[src/timer_cfg.svh]
/*
 Register offsets, field positions, reset values and counts of the timer.
 Assumes inclusion by bare name from the timer module and the testbench.
*/
`ifndef TIMER_CFG_SVH
`define TIMER_CFG_SVH
`define OFS_CONTROL 5'h00
`define OFS_CMP_A 5'h04
`define OFS_CMP_B 5'h08
`define OFS_CAPTURE 5'h0C
`define OFS_PRESCALE 5'h10
`define OFS_COUNT 5'h14
`define BIT_CLR_IN_EN 20
`define BIT_RUN 15
`define BIT_CLK_SEL 14
`define BIT_EXT_EDGE 11
`define BIT_OUT_POL 9
`define BIT_PAUSE 8
`define BIT_MATCH_IE 7
`define BIT_CAP_IE 6
`define BIT_CLRIN_IE 5
`define BIT_STROBE 0
`define CTRL_RW_MASK 32'h001FFBE0
`define RST_CONTROL 32'h00000000
`define RST_CMP 16'hFFFF
`define RST_PRESCALE 8'hFF
`define START_TICKS 2
`endif

[src/timer_pkg.sv]
/*
 Types shared by the timer: bus request carrier, modes and run states.
 Assumes timer_cfg.svh holds the numeric constants.
*/
`default_nettype none
package timer_pkg;
   typedef struct packed {
      logic [4:0] addr;
      logic [31:0] wdata;
      logic [3:0] be;
      logic wr;
      logic rd;
   } reg_req_type;
   typedef enum logic [1:0] {
      MODE_INTERVAL = 2'h0,
      MODE_CAPTURE = 2'h1,
      MODE_PULSE_ONCE = 2'h2,
      MODE_PULSE_REPEAT = 2'h3
   } mode_type;
   typedef enum logic [2:0] {
      IDLE_S = 3'h1,
      ARM_S = 3'h2,
      RUN_S = 3'h4
   } run_state_type;
endpackage : timer_pkg
`default_nettype wire

[src/timer_capture_pulse_unit.sv]
/*
 Single channel 16-bit timer with prescaler, capture, counter clear input and
 programmable pulse output, reached over a plain strobe register port.
 Assumes the register master on clk_sys; pins and oscillators are asynchronous.
*/
// Operation
// - Mode field: interval with toggle, capture, one-shot pulse, repeating pulse.
// - Setting run enable clears counter and starts; clearing it stops the timer.
// - One-shot pulse mode clears run enable itself after one pulse.
// - First counter increment lags run enable by two or more counting clocks.
// - In deep sleep capture and clear-input events do not set flags.
// - Clear input enable lets a valid selected edge clear the counter.
// - Input source selects pin, sub oscillator or watchdog RC oscillator.
// - Edge polarity selects falling, rising or both edges; code 11 reserved.
// - Clock select picks prescaled internal clock or external clock input.
// - External edge bit picks falling or rising external clock edges.
// - Output polarity sets idle level and the opposite start level.
// - Pause holds the counter; clearing pause resumes from held value.
// - Separate enables gate match, capture and clear-input requests.
// - Request flags set on events and clear only by writing one.
// - Writing one to the clear bit resets counter and prescaler; reads zero.
// - B compare takes any 16-bit value; B match after that many clocks, except a B of 0 matches only when the count steps from FFFF.
// - Capture mode copies the counter into the capture register on an edge.
// - 16-bit up counter; internal clock is source divided by prescale plus one.
// - Both pulse modes drive a pulse width modulated waveform on the output.
// - All six registers are 32 bits with 32, 16 and 8 bit access.
// - Interval mode: counter equal to A raises match and restarts from zero.
// - Pulse modes: A compare sets period, B compare sets duty.
// - Capture mode drives no waveform on the pulse output.
`timescale 1ns/1ps
`default_nettype none
`include "timer_cfg.svh"
module timer_capture_pulse_unit #(
   parameter int CNT_W = 16,
   parameter int PRE_W = 8
) (
   input wire logic clk_sys,
   input wire logic rst,
   input wire timer_pkg::reg_req_type reg_req,
   output logic [31:0] reg_rdata,
   input wire logic ext_count_clock_pin,
   input wire logic capture_clear_pin,
   input wire logic external_sub_osc,
   input wire logic watchdog_rc_osc,
   input wire logic high_speed_rc_osc,
   input wire logic [1:0] prescale_source_select,
   input wire logic deep_sleep,
   output logic pulse_output_pin,
   output logic timer_request
);
   import timer_pkg::*;

   localparam int NSYNC = 5;

   logic [31:0] ctrl_q;
   logic [3:1] flag_q;
   logic [CNT_W-1:0] cmp_a_q;
   logic [CNT_W-1:0] cmp_b_q;
   logic [CNT_W-1:0] cap_q;
   logic [CNT_W-1:0] cnt_q;
   logic [PRE_W-1:0] pre_q;
   logic [PRE_W-1:0] pre_cnt_q;
   logic [1:0] arm_cnt_q;
   logic out_q;
   logic [31:0] rdata_q;
   run_state_type state_q;
   logic [NSYNC-1:0] meta_q;
   logic [NSYNC-1:0] sync_q;
   logic [NSYNC-1:0] last_q;

   function automatic logic [31:0] merge(input logic [31:0] old, input logic [31:0] nw,
                                         input logic [3:0] be);
      logic [31:0] r;
      r = old;
      for (int i = 0; i < 4; i++) begin
         if (be[i]) begin
            r[8*i+:8] = nw[8*i+:8];
         end
      end
      return r;
   endfunction : merge

   function automatic logic edge_ok(input logic now, input logic was, input logic [1:0] pol);
      logic r;
      r = 1'b0;
      case (pol)
         2'h0: r = was & ~now;
         2'h1: r = now & ~was;
         2'h2: r = now ^ was;
         default: r = 1'b0;
      endcase
      return r;
   endfunction : edge_ok

   // The second and third stages together feed edge detection
   genvar g;
   generate
      for (g = 0; g < NSYNC; g++) begin : g_sync
         logic raw;
         if (g == 0) begin : g_ec
            assign raw = ext_count_clock_pin;
         end else if (g == 1) begin : g_pin
            assign raw = capture_clear_pin;
         end else if (g == 2) begin : g_xs
            assign raw = external_sub_osc;
         end else if (g == 3) begin : g_wd
            assign raw = watchdog_rc_osc;
         end else begin : g_hs
            assign raw = high_speed_rc_osc;
         end
         always_ff @(posedge clk_sys) begin
            if (rst) begin
               meta_q[g] <= 1'b0;
               sync_q[g] <= 1'b0;
               last_q[g] <= 1'b0;
            end else begin
               meta_q[g] <= raw;
               sync_q[g] <= meta_q[g];
               last_q[g] <= sync_q[g];
            end
         end
      end
   endgenerate

   mode_type mode;
   logic running;
   logic wr_ctrl;
   logic strobe;
   logic pre_src;
   logic pre_tick;
   logic ext_tick;
   logic count_tick;
   logic step;
   logic a_hit;
   logic b_hit;
   logic in_edge;
   logic clr_in;
   logic cap_evt;
   logic pulse_mode;
   logic pol;
   logic [31:0] ctrl_wr;

   assign mode = mode_type'(ctrl_q[13:12]);
   assign pol = ctrl_q[`BIT_OUT_POL];
   assign pulse_mode = ctrl_q[13];
   assign running = (state_q == RUN_S);
   assign wr_ctrl = reg_req.wr && (reg_req.addr == `OFS_CONTROL);
   assign ctrl_wr = merge(ctrl_q, reg_req.wdata, reg_req.be);
   assign strobe = wr_ctrl && reg_req.be[0] && reg_req.wdata[`BIT_STROBE];

   // Prescaler source: bus clock or rising edges of the high speed RC, sub or watchdog RC oscillator
   always_comb begin
      case (prescale_source_select)
         2'h1: pre_src = sync_q[4] & ~last_q[4];
         2'h2: pre_src = sync_q[2] & ~last_q[2];
         2'h3: pre_src = sync_q[3] & ~last_q[3];
         default: pre_src = 1'b1;
      endcase
   end

   assign pre_tick = pre_src && (pre_cnt_q == pre_q);
   assign ext_tick = ctrl_q[`BIT_EXT_EDGE] ? (sync_q[0] & ~last_q[0])
                                           : (last_q[0] & ~sync_q[0]);
   assign count_tick = ctrl_q[`BIT_CLK_SEL] ? ext_tick : pre_tick;
   assign step = running && !ctrl_q[`BIT_PAUSE] && count_tick;
   assign a_hit = step && (cnt_q == cmp_a_q);
   // B lands after B counting clocks, one tick earlier than an A compare of the same value would
   assign b_hit = step && pulse_mode && (cnt_q + CNT_W'(1) == cmp_b_q);

   always_comb begin
      case (ctrl_q[19:18])
         2'h1: in_edge = edge_ok(sync_q[2], last_q[2], ctrl_q[17:16]);
         2'h2: in_edge = edge_ok(sync_q[3], last_q[3], ctrl_q[17:16]);
         2'h0: in_edge = edge_ok(sync_q[1], last_q[1], ctrl_q[17:16]);
         default: in_edge = 1'b0;
      endcase
   end

   assign clr_in = running && in_edge && ctrl_q[`BIT_CLR_IN_EN];
   assign cap_evt = running && in_edge && (mode == MODE_CAPTURE);

   // Run enable; a software write in the one-shot finish cycle wins
   always_ff @(posedge clk_sys) begin
      if (rst) begin
         ctrl_q <= `RST_CONTROL;
      end else if (wr_ctrl) begin
         ctrl_q <= ctrl_wr & `CTRL_RW_MASK;
      end else if (a_hit && mode == MODE_PULSE_ONCE) begin
         ctrl_q[`BIT_RUN] <= 1'b0;
      end
   end

   // Event set wins over a write-one clear in the same cycle
   always_ff @(posedge clk_sys) begin
      if (rst) begin
         flag_q <= 3'h0;
      end else begin
         for (int i = 1; i < 4; i++) begin
            if (wr_ctrl && reg_req.be[0] && reg_req.wdata[i]) begin
               flag_q[i] <= 1'b0;
            end
         end
         if (a_hit) begin
            flag_q[3] <= 1'b1;
         end
         if (cap_evt && !deep_sleep) begin
            flag_q[2] <= 1'b1;
         end
         if (clr_in && !deep_sleep) begin
            flag_q[1] <= 1'b1;
         end
      end
   end

   assign timer_request = |(flag_q & ctrl_q[7:5]);

   always_ff @(posedge clk_sys) begin
      if (rst) begin
         cmp_a_q <= `RST_CMP;
         cmp_b_q <= `RST_CMP;
         pre_q <= `RST_PRESCALE;
      end else if (reg_req.wr) begin
         case (reg_req.addr)
            `OFS_CMP_A: cmp_a_q <= CNT_W'(merge({16'h0000, cmp_a_q}, reg_req.wdata, reg_req.be));
            `OFS_CMP_B: cmp_b_q <= CNT_W'(merge({16'h0000, cmp_b_q}, reg_req.wdata, reg_req.be));
            `OFS_PRESCALE: pre_q <= PRE_W'(merge({24'h000000, pre_q}, reg_req.wdata, reg_req.be));
            default: ;
         endcase
      end
   end

   always_ff @(posedge clk_sys) begin
      if (rst) begin
         state_q <= IDLE_S;
         arm_cnt_q <= 2'h0;
      end else begin
         case (state_q)
            IDLE_S: begin
               arm_cnt_q <= 2'h0;
               if (ctrl_q[`BIT_RUN]) begin
                  state_q <= ARM_S;
               end
            end
            ARM_S: begin
               if (!ctrl_q[`BIT_RUN]) begin
                  state_q <= IDLE_S;
               end else if (count_tick) begin
                  arm_cnt_q <= arm_cnt_q + 2'h1;
                  if (arm_cnt_q == 2'(`START_TICKS - 1)) begin
                     state_q <= RUN_S;
                  end
               end
            end
            RUN_S: begin
               if (!ctrl_q[`BIT_RUN]) begin
                  state_q <= IDLE_S;
               end
            end
            default: state_q <= IDLE_S;
         endcase
      end
   end

   always_ff @(posedge clk_sys) begin
      if (rst) begin
         pre_cnt_q <= '0;
      end else if (strobe || state_q == IDLE_S || pre_tick) begin
         pre_cnt_q <= '0;
      end else if (pre_src) begin
         pre_cnt_q <= pre_cnt_q + PRE_W'(1);
      end
   end

   always_ff @(posedge clk_sys) begin
      if (rst) begin
         cnt_q <= '0;
      end else if (state_q != RUN_S) begin
         if (state_q == ARM_S || ctrl_q[`BIT_RUN] || strobe) begin
            cnt_q <= '0;
         end
      end else if (strobe || clr_in || a_hit) begin
         cnt_q <= '0;
      end else if (step) begin
         cnt_q <= cnt_q + CNT_W'(1);
      end
   end

   always_ff @(posedge clk_sys) begin
      if (rst) begin
         cap_q <= '0;
      end else if (cap_evt) begin
         cap_q <= cnt_q;
      end
   end

   // Output idles at polarity level, runs from the opposite start level
   always_ff @(posedge clk_sys) begin
      if (rst) begin
         out_q <= 1'b0;
      end else if (state_q == IDLE_S || mode == MODE_CAPTURE) begin
         out_q <= pol;
      end else if (state_q == ARM_S) begin
         out_q <= ~pol;
      end else if (a_hit && mode == MODE_INTERVAL) begin
         out_q <= ~out_q;
      end else if (a_hit) begin
         out_q <= ~pol;
      end else if (b_hit) begin
         out_q <= pol;
      end
   end

   assign pulse_output_pin = out_q;

   always_ff @(posedge clk_sys) begin
      if (rst) begin
         rdata_q <= 32'h00000000;
      end else if (reg_req.rd) begin
         case (reg_req.addr)
            `OFS_CONTROL: rdata_q <= {ctrl_q[31:4], flag_q, 1'b0};
            `OFS_CMP_A: rdata_q <= {16'h0000, cmp_a_q};
            `OFS_CMP_B: rdata_q <= {16'h0000, cmp_b_q};
            `OFS_CAPTURE: rdata_q <= {16'h0000, cap_q};
            `OFS_PRESCALE: rdata_q <= {24'h000000, pre_q};
            `OFS_COUNT: rdata_q <= {16'h0000, cnt_q};
            default: rdata_q <= 32'h00000000;
         endcase
      end else begin
         rdata_q <= 32'h00000000;
      end
   end

   assign reg_rdata = rdata_q;
endmodule : timer_capture_pulse_unit
`default_nettype wire

[config.mk]
export PLATFORM = sky130hd
export DESIGN_NAME = timer_capture_pulse_unit
export DESIGN_NICKNAME = d
export VERILOG_FILES = /design/src/timer_pkg.sv /design/src/timer_capture_pulse_unit.sv
export VERILOG_INCLUDE_DIRS = /design/src
export SDC_FILE = /design/constraint.sdc
export NUM_CORES = 1
export LEC_CHECK = 0
export BUFFER_PORTS_ARGS = -buffer_cell sky130_fd_sc_hd__buf_2
export CELL_PAD_IN_SITES_DETAIL_PLACEMENT = 1
export CELL_PAD_IN_SITES_GLOBAL_PLACEMENT = 2
export CORE_MARGIN = 10
export CORE_UTILIZATION = 35
export DETAILED_ROUTE_END_ITERATION = 7
export PLACE_DENSITY_LB_ADDON = 0.1
export SETUP_SLACK_MARGIN = 0.4
export SYNTH_ARGS = -nofsm -noshare
export SYNTH_HDL_FRONTEND = slang
export SYNTH_SLANG_ARGS = --single-unit
[constraint.sdc]
create_clock -name clk_sys -period 3 [get_ports clk_sys]
set_input_delay 0.15 -clock clk_sys [delete_from_list [all_inputs] [get_ports clk_sys]]
set_output_delay 0.15 -clock clk_sys [all_outputs]
set_load 0.05 [all_outputs]
Word-level counts from Yosys, hierarchy flattened
Index checks and enable logic that the tools add are counted.
{"block": "classes", "bitwise_logic": 25, "n_reduce_logical": 54, "eq_ne": 30, "n_mux": 35, "add_sub_neg": 3}
{"operator": "21-bit case mux with 6 select lines", "n": 1}
{"operator": "16-bit 2-to-1 mux", "n": 4}
{"operator": "16-bit == test", "n": 2}
{"operator": "1-bit logical AND", "n": 19}
{"operator": "3-bit AND reduction", "n": 6}
{"operator": "16-bit by 1-bit adder with 16-bit output (second input constant)", "n": 1}
{"operator": "1-bit 2-to-1 mux", "n": 15}
{"operator": "3-bit 2-to-1 mux", "n": 5}
{"operator": "1-bit case mux with 3 select lines", "n": 5}
{"operator": "1-bit NOT", "n": 12}
{"operator": "2-bit by 1-bit == test with 1-bit output (second input constant)", "n": 5}
{"operator": "2-bit == test (second input constant)", "n": 5}
{"operator": "5-bit by 4-bit == test with 1-bit output (second input constant)", "n": 2}
{"operator": "5-bit == test (second input constant)", "n": 2}
{"operator": "2-bit inequality test (second input constant)", "n": 5}
{"operator": "2-bit AND reduction", "n": 5}
{"operator": "2-bit nonzero test", "n": 5}
{"operator": "1-bit AND", "n": 9}
{"operator": "3-bit inequality test (second input constant)", "n": 3}
{"operator": "3-bit case mux with 3 select lines", "n": 1}
{"operator": "8-bit by 1-bit adder with 8-bit output (second input constant)", "n": 1}
{"operator": "8-bit == test", "n": 1}
{"operator": "8-bit 2-to-1 mux", "n": 1}
{"operator": "1-bit logical OR", "n": 7}
{"operator": "other kinds (18)", "n": 25}
{"block": "totals", "out_inout_bits": 34, "ff_bits": 151, "inputBits": 53, "elab_cells": 181}

Longest topological paths before layout
Gate-level depths: netlist of run 1.
{"block": "depth", "ltp_word": 13, "mapped_depth": 10, "ltp_nobuf": 9}

Worst setup path before layout of run 1
Ideal clock, no wire load.
{"block": "synth_timing", "path_kind": "register -> register", "startpoint": "register cnt_q[1]", "endpoint": "register out_q (netlist: pulse_output_pin)", "path_stages_with_launch": 9, "required_ps": 2877, "setup_ps": 123, "period_less_slack_ps": 2254, "path_buffers": 0, "arrival_ps": 2130, "path_slack_ps": 746, "cell_sequence": "dfxtp_1 > ha_1 > nand3_1 > or3_1 > xnor2_1 > o2111ai_1 > nor4_1 > a31oi_1 > mux2_1"}
{"block": "synth_between", "elab_chain_cells": 6, "elab_cells_between_ends": 11, "classes_between": "add/sub: 1; eq/ne: 2; mux: 4; reduce/logical: 4"}
{"element": "from (decl)", "line": "timer_capture_pulse_unit.sv:60", "text": "logic [CNT_W-1:0] cnt_q;"}
{"element": "from (signal assigned)", "line": "timer_capture_pulse_unit.sv:284", "text": "cnt_q <= cnt_q + CNT_W'(1);"}
{"element": "branches (longest 6 deep; another with 16-bit by 1-bit adder with 16-bit output)"}
{"element": "to (signal assigned)", "line": "timer_capture_pulse_unit.sv:301", "text": "out_q <= pol;"}
{"element": "to (signal assigned)", "line": "timer_capture_pulse_unit.sv:303", "text": "out_q <= ~pol;"}
{"element": "to (signal assigned)", "line": "timer_capture_pulse_unit.sv:305", "text": "out_q <= ~out_q;"}
{"element": "to (decl)", "line": "timer_capture_pulse_unit.sv:64", "text": "logic out_q;"}
Several ways; the timed one is not identified.
A chain may end at the register's enable or synchronous reset.

Worst setup path after layout of run 1
{"block": "layout_timing", "startpoint": "register cnt_q[7]", "endpoint": "register out_q (netlist: pulse_output_pin)"}
The elaborated chain is that of the path after synthesis.

==> results of run 1 <==
-- report_power, final --
group	switching (mW)	internal (mW)
combinational	0.148	0.0768
sequential	0.00833	1.87
clock	0.909	1.18
total	1.07	3.13
-- critical path: cells and delay by family, from the launching register on --
| family | cells | cell delay (ns) |
|---|---|---|
| xor+xnor | 1 | 0.17 |
| simple gates | 3 | 1.10 |
| mux | 1 | 0.31 |
| flops | 1 | 0.55 |
| compound gates | 2 | 0.27 |
-- metrics by stage --
step                worst slack, ns  cell area [um^2]  util (%)  power (mW)  hold WS (ns)
global route                  0.373              8300      42.9        4.34       0.00683
global placement              0.298              7400      38.3        2.12         0.358
floorplan                     0.746              6890         -        2.05         0.274
finish                        0.482              8300      42.9        4.19      -0.00336
CTS                           0.386              8180      42.3        4.23       0.00813
detailed placement            0.201              7400      38.3        2.13         0.365
-- cell families after synthesis --
kind of cell | synth area share [%]
fa+ha+maj | 1.64
other cells | 0.0547
xor+xnor | 6.77
simple gates | 24.0
mux | 9.65
buf+inv | 6.04
compound gates | 11.0
flops | 40.9
-- flip-flops by register name (all words and copies together) (netlist names), 3 cells and up --
signal     cells
cnt_q         16
flag_q         3
sync_q         5
pre_q          8
state_q        3
reg_rdata     21
meta_q         5
last_q         5
cmp_b_q       16
cmp_a_q       16
pre_cnt_q      8
ctrl_q        15
cap_q         16
-- final timing paths --
path | end | start | slack, ns
worst max register to register | pulse_output_pin | cnt_q[7] | 0.48
worst min register to register | sync_q[0] | meta_q[0] | 0.44
worst min-delay path | pre_q[4] | reg_req[10] | -0.003
worst max-delay path | pulse_output_pin | cnt_q[7] | 0.48
-- layout make-up --
cell class | instances | area (um^2) | share of cell area, %
Clock buffer | 18 | 439 | 5.29
Clock inverter | 14 | 134 | 1.61
Inverter | 25 | 93.8 | 1.13
Multi-Input combinational cell | 575 | 3760 | 45.2
Sequential cell | 140 | 2810 | 33.9
Tap cell | 265 | 332 | 3.99
Timing Repair Buffer | 112 | 737 | 8.88
-- synth_stat cells, drive strengths merged, types with 3 or more instances --
cell / number
nand3: 35
xnor2: 16
xor2: 37
or3: 8
nand2: 112
nand4: 12
or3b: 3
a22oi: 3
nand3b: 7
nor4: 11
a21oi: 30
and4: 5
buf: 32
and2: 5
o31a: 3
o32ai: 11
a31oi: 12
inv: 25
clkbuf: 32
a221oi: 7
nor3: 13
o21ai: 10
dfxtp: 140
mux2i: 65
ha: 9
a222oi: 9
nand2b: 4
and3: 15
nor2: 77
nor2b: 16
-- repair_timing --
item | 4_1_cts | 5_1_grt
setup endpoints to repair | 12 | 15
resized for setup | 3 | 16
pin swaps | 0 | 5
hold endpoints to repair | 32 | 0
hold buffers | 20 | 0
buffers inserted | 0 | 7
gates cloned | 0 | 0
-- routing by layer --
layer	up-vias	wire length [um]	global-route usage (%)
met2	136	11400	30.7
met1	3072	10600	22.9
li1	2905	-	-
met5	-	0	0
met3	36	818	3.44
met4	0	552	6.43
==> flow_summary.ini, run 1 <==
[synth]
synth_area_leader_cell = dfxtp_1
synthFlopType = dfxtp_1
async_flop_share_pct = 0
synth_area_leaders = dfxtp_1 41%, mux2i_1 9.5%, nand2_1 6.1%, xor2_1 4.7%, nor2_1 4.1%
ys_types = 60
syn-instance-count = 794
netlist.area_leader.share_pct = 40.9
synth_edf_count = 0
ys_ff_latch = 140
synth_seq_area_share_pct = 40.9
syn_avg_cell_area_um2 = 8.63
synthesis.area_um2 = 6860
ys.warnings.count = 0

[global_routing]
grt_usage_pct = 18.3
antenna_found_initial = 0
grt_pass1_wl_um = 37100
grt_pass1_vias = 6516
grt_max_degree = 74
overflow = 0

[clock_network]
root_buffer = clkbuf_16
cts_tree = done
clk_pin_slew_ns = 0.07
cts_sinks = 140
h-tree-depth = 4
cts.path.max_buffers = 2
clk_latency_ns = 0.43
cts_buffers = 17

[sta]
worst_slew_pin_slew_ns = 0.839
tns_ns = 0
skew_ns = 0.0102
slew_violations = 0
rsz0062_at_grt = no
fin_crit_ns = 2.52
fmax_ghz = 0.397
finalCritPeriodShare_pct = 83.9
slew_headroom_pct = 44.0
setup_viol = 0
hold_ws_ns = -0.00336
hold_viol = 2

[layout]
drive_above_1_share_pct = 17.1
layout.nets = 933
most-common-layout-cells = 134 x dfxtp_1, 111 x nand2_1, 74 x nor2_1, 65 x mux2i_1, 63 x buf_2
final_common_cell = dfxtp_1
instances_no_fill = 1149
syn_to_final_growth_pct = 21.1
n_antenna_cell = 0
fillerInstances = 2267

[flow_run]
max-cap-violations = 0

[critical_path]
critPathArrivalTime_ns = 2.84
required_ns = 3.32
critPathKind = reg -> reg
cp_slowest_cell = or4_4
slowest_delay_ns = 0.60
cp-end-kind = register
crit_chain = nand3_1, or4_4, xnor2_1, o211ai_1, nor4_2, a31oi_1, mux2_1
reg2reg_depth = 7
startpoint_type = register
path_max_fanout = 8

[detailed_routing]
first_pass_iters = 6
detail_route.wirelength_um = 23400
dr_total_vias = 6149
drt_iter0_drc = 324
via_per_inst = 5.35
wl_per_cell_um = 20.4
route.detailed.drc = 0
drtAntennaViolNets = 0

[die]
die_x_um = 160
rows = 51
core_um2 = 19300
io_pins = 87
dieArea_um2 = 25600
die_y_um = 160
start_util_pct = 35.5

[power_and_ir_drop]
p_per_area_nw_per_um2 = 505
leakagePower_nw = 3.09
worst_ir_drop_vdd_v = 0.000380

[hold_path]
min_path_type = in -> reg
whs_path_depth = 3

[place]
dpl.hpwl_um = 17300
portBuffers = 63
place.detailed.instances = 1090
gp_congestion = 0.868

[status]
violations = negative hold slack
status = complete, but fails checks
No activity file was read; power rests on OpenSTA's default activity.
==> run 2, diff against run 1 <==
clock period = 2.5 ns   (was 3 ns; I/O delays follow)
==> run 2 against run 1 <==
Against the previous run:
- the run now ends clean
- clock power increased by 25%
- critical path depth is 3 higher
- power is 23% higher
- final cell count is 3.0% higher
- sequential power rose by 20%
- maximum frequency rose by 7.3%
- core utilization is 2.6 points higher
- largest cell class unchanged
==> flow_summary.ini, run 2 (synthesis gave the netlist of run 1 again) <==
[sta]
setup_ws_ns = 0.154
slew_violations = 0
hold_ws_ns = 0.00342
slew_headroom_pct = 47.3
fin_crit_ns = 2.35
finalCritPeriodShare_pct = 93.8
hold_viol = 0
skew_ns = 0.00950
fmax_ghz = 0.426
setup_viol = 0
rsz0062_at_grt = yes
tns_ns = 0
worst_slew_pin_slew_ns = 0.790

[layout]
n_antenna_cell = 0
drive_above_1_share_pct = 24.0
utilization_pct = 45.5
most-common-layout-cells = 121 x dfxtp_1, 111 x nand2_1, 75 x nor2_1, 65 x mux2i_1, 64 x buf_2
final_common_cell = dfxtp_1
syn_to_final_growth_pct = 28.3
layout.nets = 967
largest_reg_flops = 21

[global_routing]
grt_pass1_vias = 6637
grt_max_degree = 69
grt_pass1_wl_um = 37900
grt_usage_pct = 18.5
overflow = 0
antenna_found_initial = 0

[detailed_routing]
drt_iter0_drc = 342
detail_route.wirelength_um = 23900
via_per_inst = 5.24
drtAntennaViolNets = 0
first_pass_iters = 5
route.detailed.drc = 0
dr_total_vias = 6200
wl_per_cell_um = 20.2

[power_and_ir_drop]
p_per_area_nw_per_um2 = 586
p_switching_mw = 1.21
p_clk_share_pct = 50.9
power.internal_mw = 3.94
comb_power_share_pct = 5.3
leakagePower_nw = 3.32
p_sw_share_pct = 23.6
power.share.sequential_pct = 43.8
worst_ir_drop_vdd_v = 0.000485

[die]
core_um2 = 19300
rows = 51
dieArea_um2 = 25600
die_y_um = 160
io_pins = 87
start_util_pct = 35.5
die_x_um = 160

[clock_network]
cts_tree = done
cts_buffers = 17
root_buffer = clkbuf_16
cts_sinks = 140
h-tree-depth = 4
clk_pin_slew_ns = 0.06
cts.path.max_buffers = 2
clk_latency_ns = 0.43

[place]
portBuffers = 63
dpl_worst_slack_ns = 0.0883
gp_congestion = 0.853
dpl.hpwl_um = 17700

[hold_path]
whs_path_depth = 3
min_path_type = in -> reg

[critical_path]
startpoint_type = register
cp-end-kind = register
reg2reg_depth = 10
path_max_fanout = 5
critPathKind = reg -> reg
required_ns = 2.82
critPathArrivalTime_ns = 2.67

[status]
status = finished clean

[flow_run]
max-cap-violations = 0
-- run 2: power by group through the flow --
stage               sequential, mW  clock, mW  combinational [mW]
global placement              2.31          0               0.240
global route                  2.26       2.76               0.299
detailed placement            2.31          0               0.244
floorplan                     2.31          0               0.150
finish                        2.26       2.62               0.275
CTS                           2.26       2.66               0.274
-- run 2: metal layers --
layer / part of all wire (%) / routed length (um) / track usage, %
met5: 0 / 0 / 0
met4: 2.8 / 668 / 6.18
met3: 4.3 / 1020 / 3.34
met2: 49 / 11700 / 31.6
met1: 44 / 10500 / 23.0
-- run 2: final cells by class --
| class | count | area [um^2] |
|---|---|---|
| Multi-Input combinational cell | 575 | 3900 |
| Clock buffer | 19 | 443 |
| Tap cell | 265 | 332 |
| Clock inverter | 13 | 163 |
| Inverter | 25 | 93.8 |
| Sequential cell | 140 | 2830 |
| Timing Repair Buffer | 146 | 1030 |
| Fill cell | 2255 | 10500 |
-- run 2: final timing paths --
path	endpoint	from	slack (ns)
max	cnt_q[6]	last_q[3]	0.15
min reg2reg	sync_q[0]	meta_q[0]	0.44
max reg2reg	cnt_q[6]	last_q[3]	0.15
min	pre_q[5]	reg_req[11]	0.003
-- run 2: worst max-delay path, stage by stage, from the launching register on --
cell      delay, ns
dfxtp_2        0.33
buf_4          0.14
ha_4           0.22
and2_4         0.15
o311ai_4       0.27
nand4_1        0.18
nor2_4         0.25
o31a_1         0.25
buf_6          0.14
a31oi_1        0.09
nor3_1         0.22
-- run 2: repair_timing --
item | in CTS | in global routing
resized for setup | 45 | 17
hold buffers | 20 | 0
setup buffers | 9 | 4
endpoints found under the hold margin | 36 | 0
endpoints found under the setup margin | 36 | 38
pin swaps | 28 | 10
cloned | 2 | 0
-- run 2: through the flow --
| stage | total power [mW] | cell area (um^2) | instances |
|---|---|---|---|
| after floorplan | 2.46 | 6920 | 804 |
| after global placement | 2.55 | 7640 | 1116 |
| after detailed placement | 2.55 | 7640 | 1116 |
| after CTS | 5.19 | 8690 | 1179 |
| after global routing | 5.32 | 8800 | 1183 |
| final | 5.16 | 8800 | 1183 |
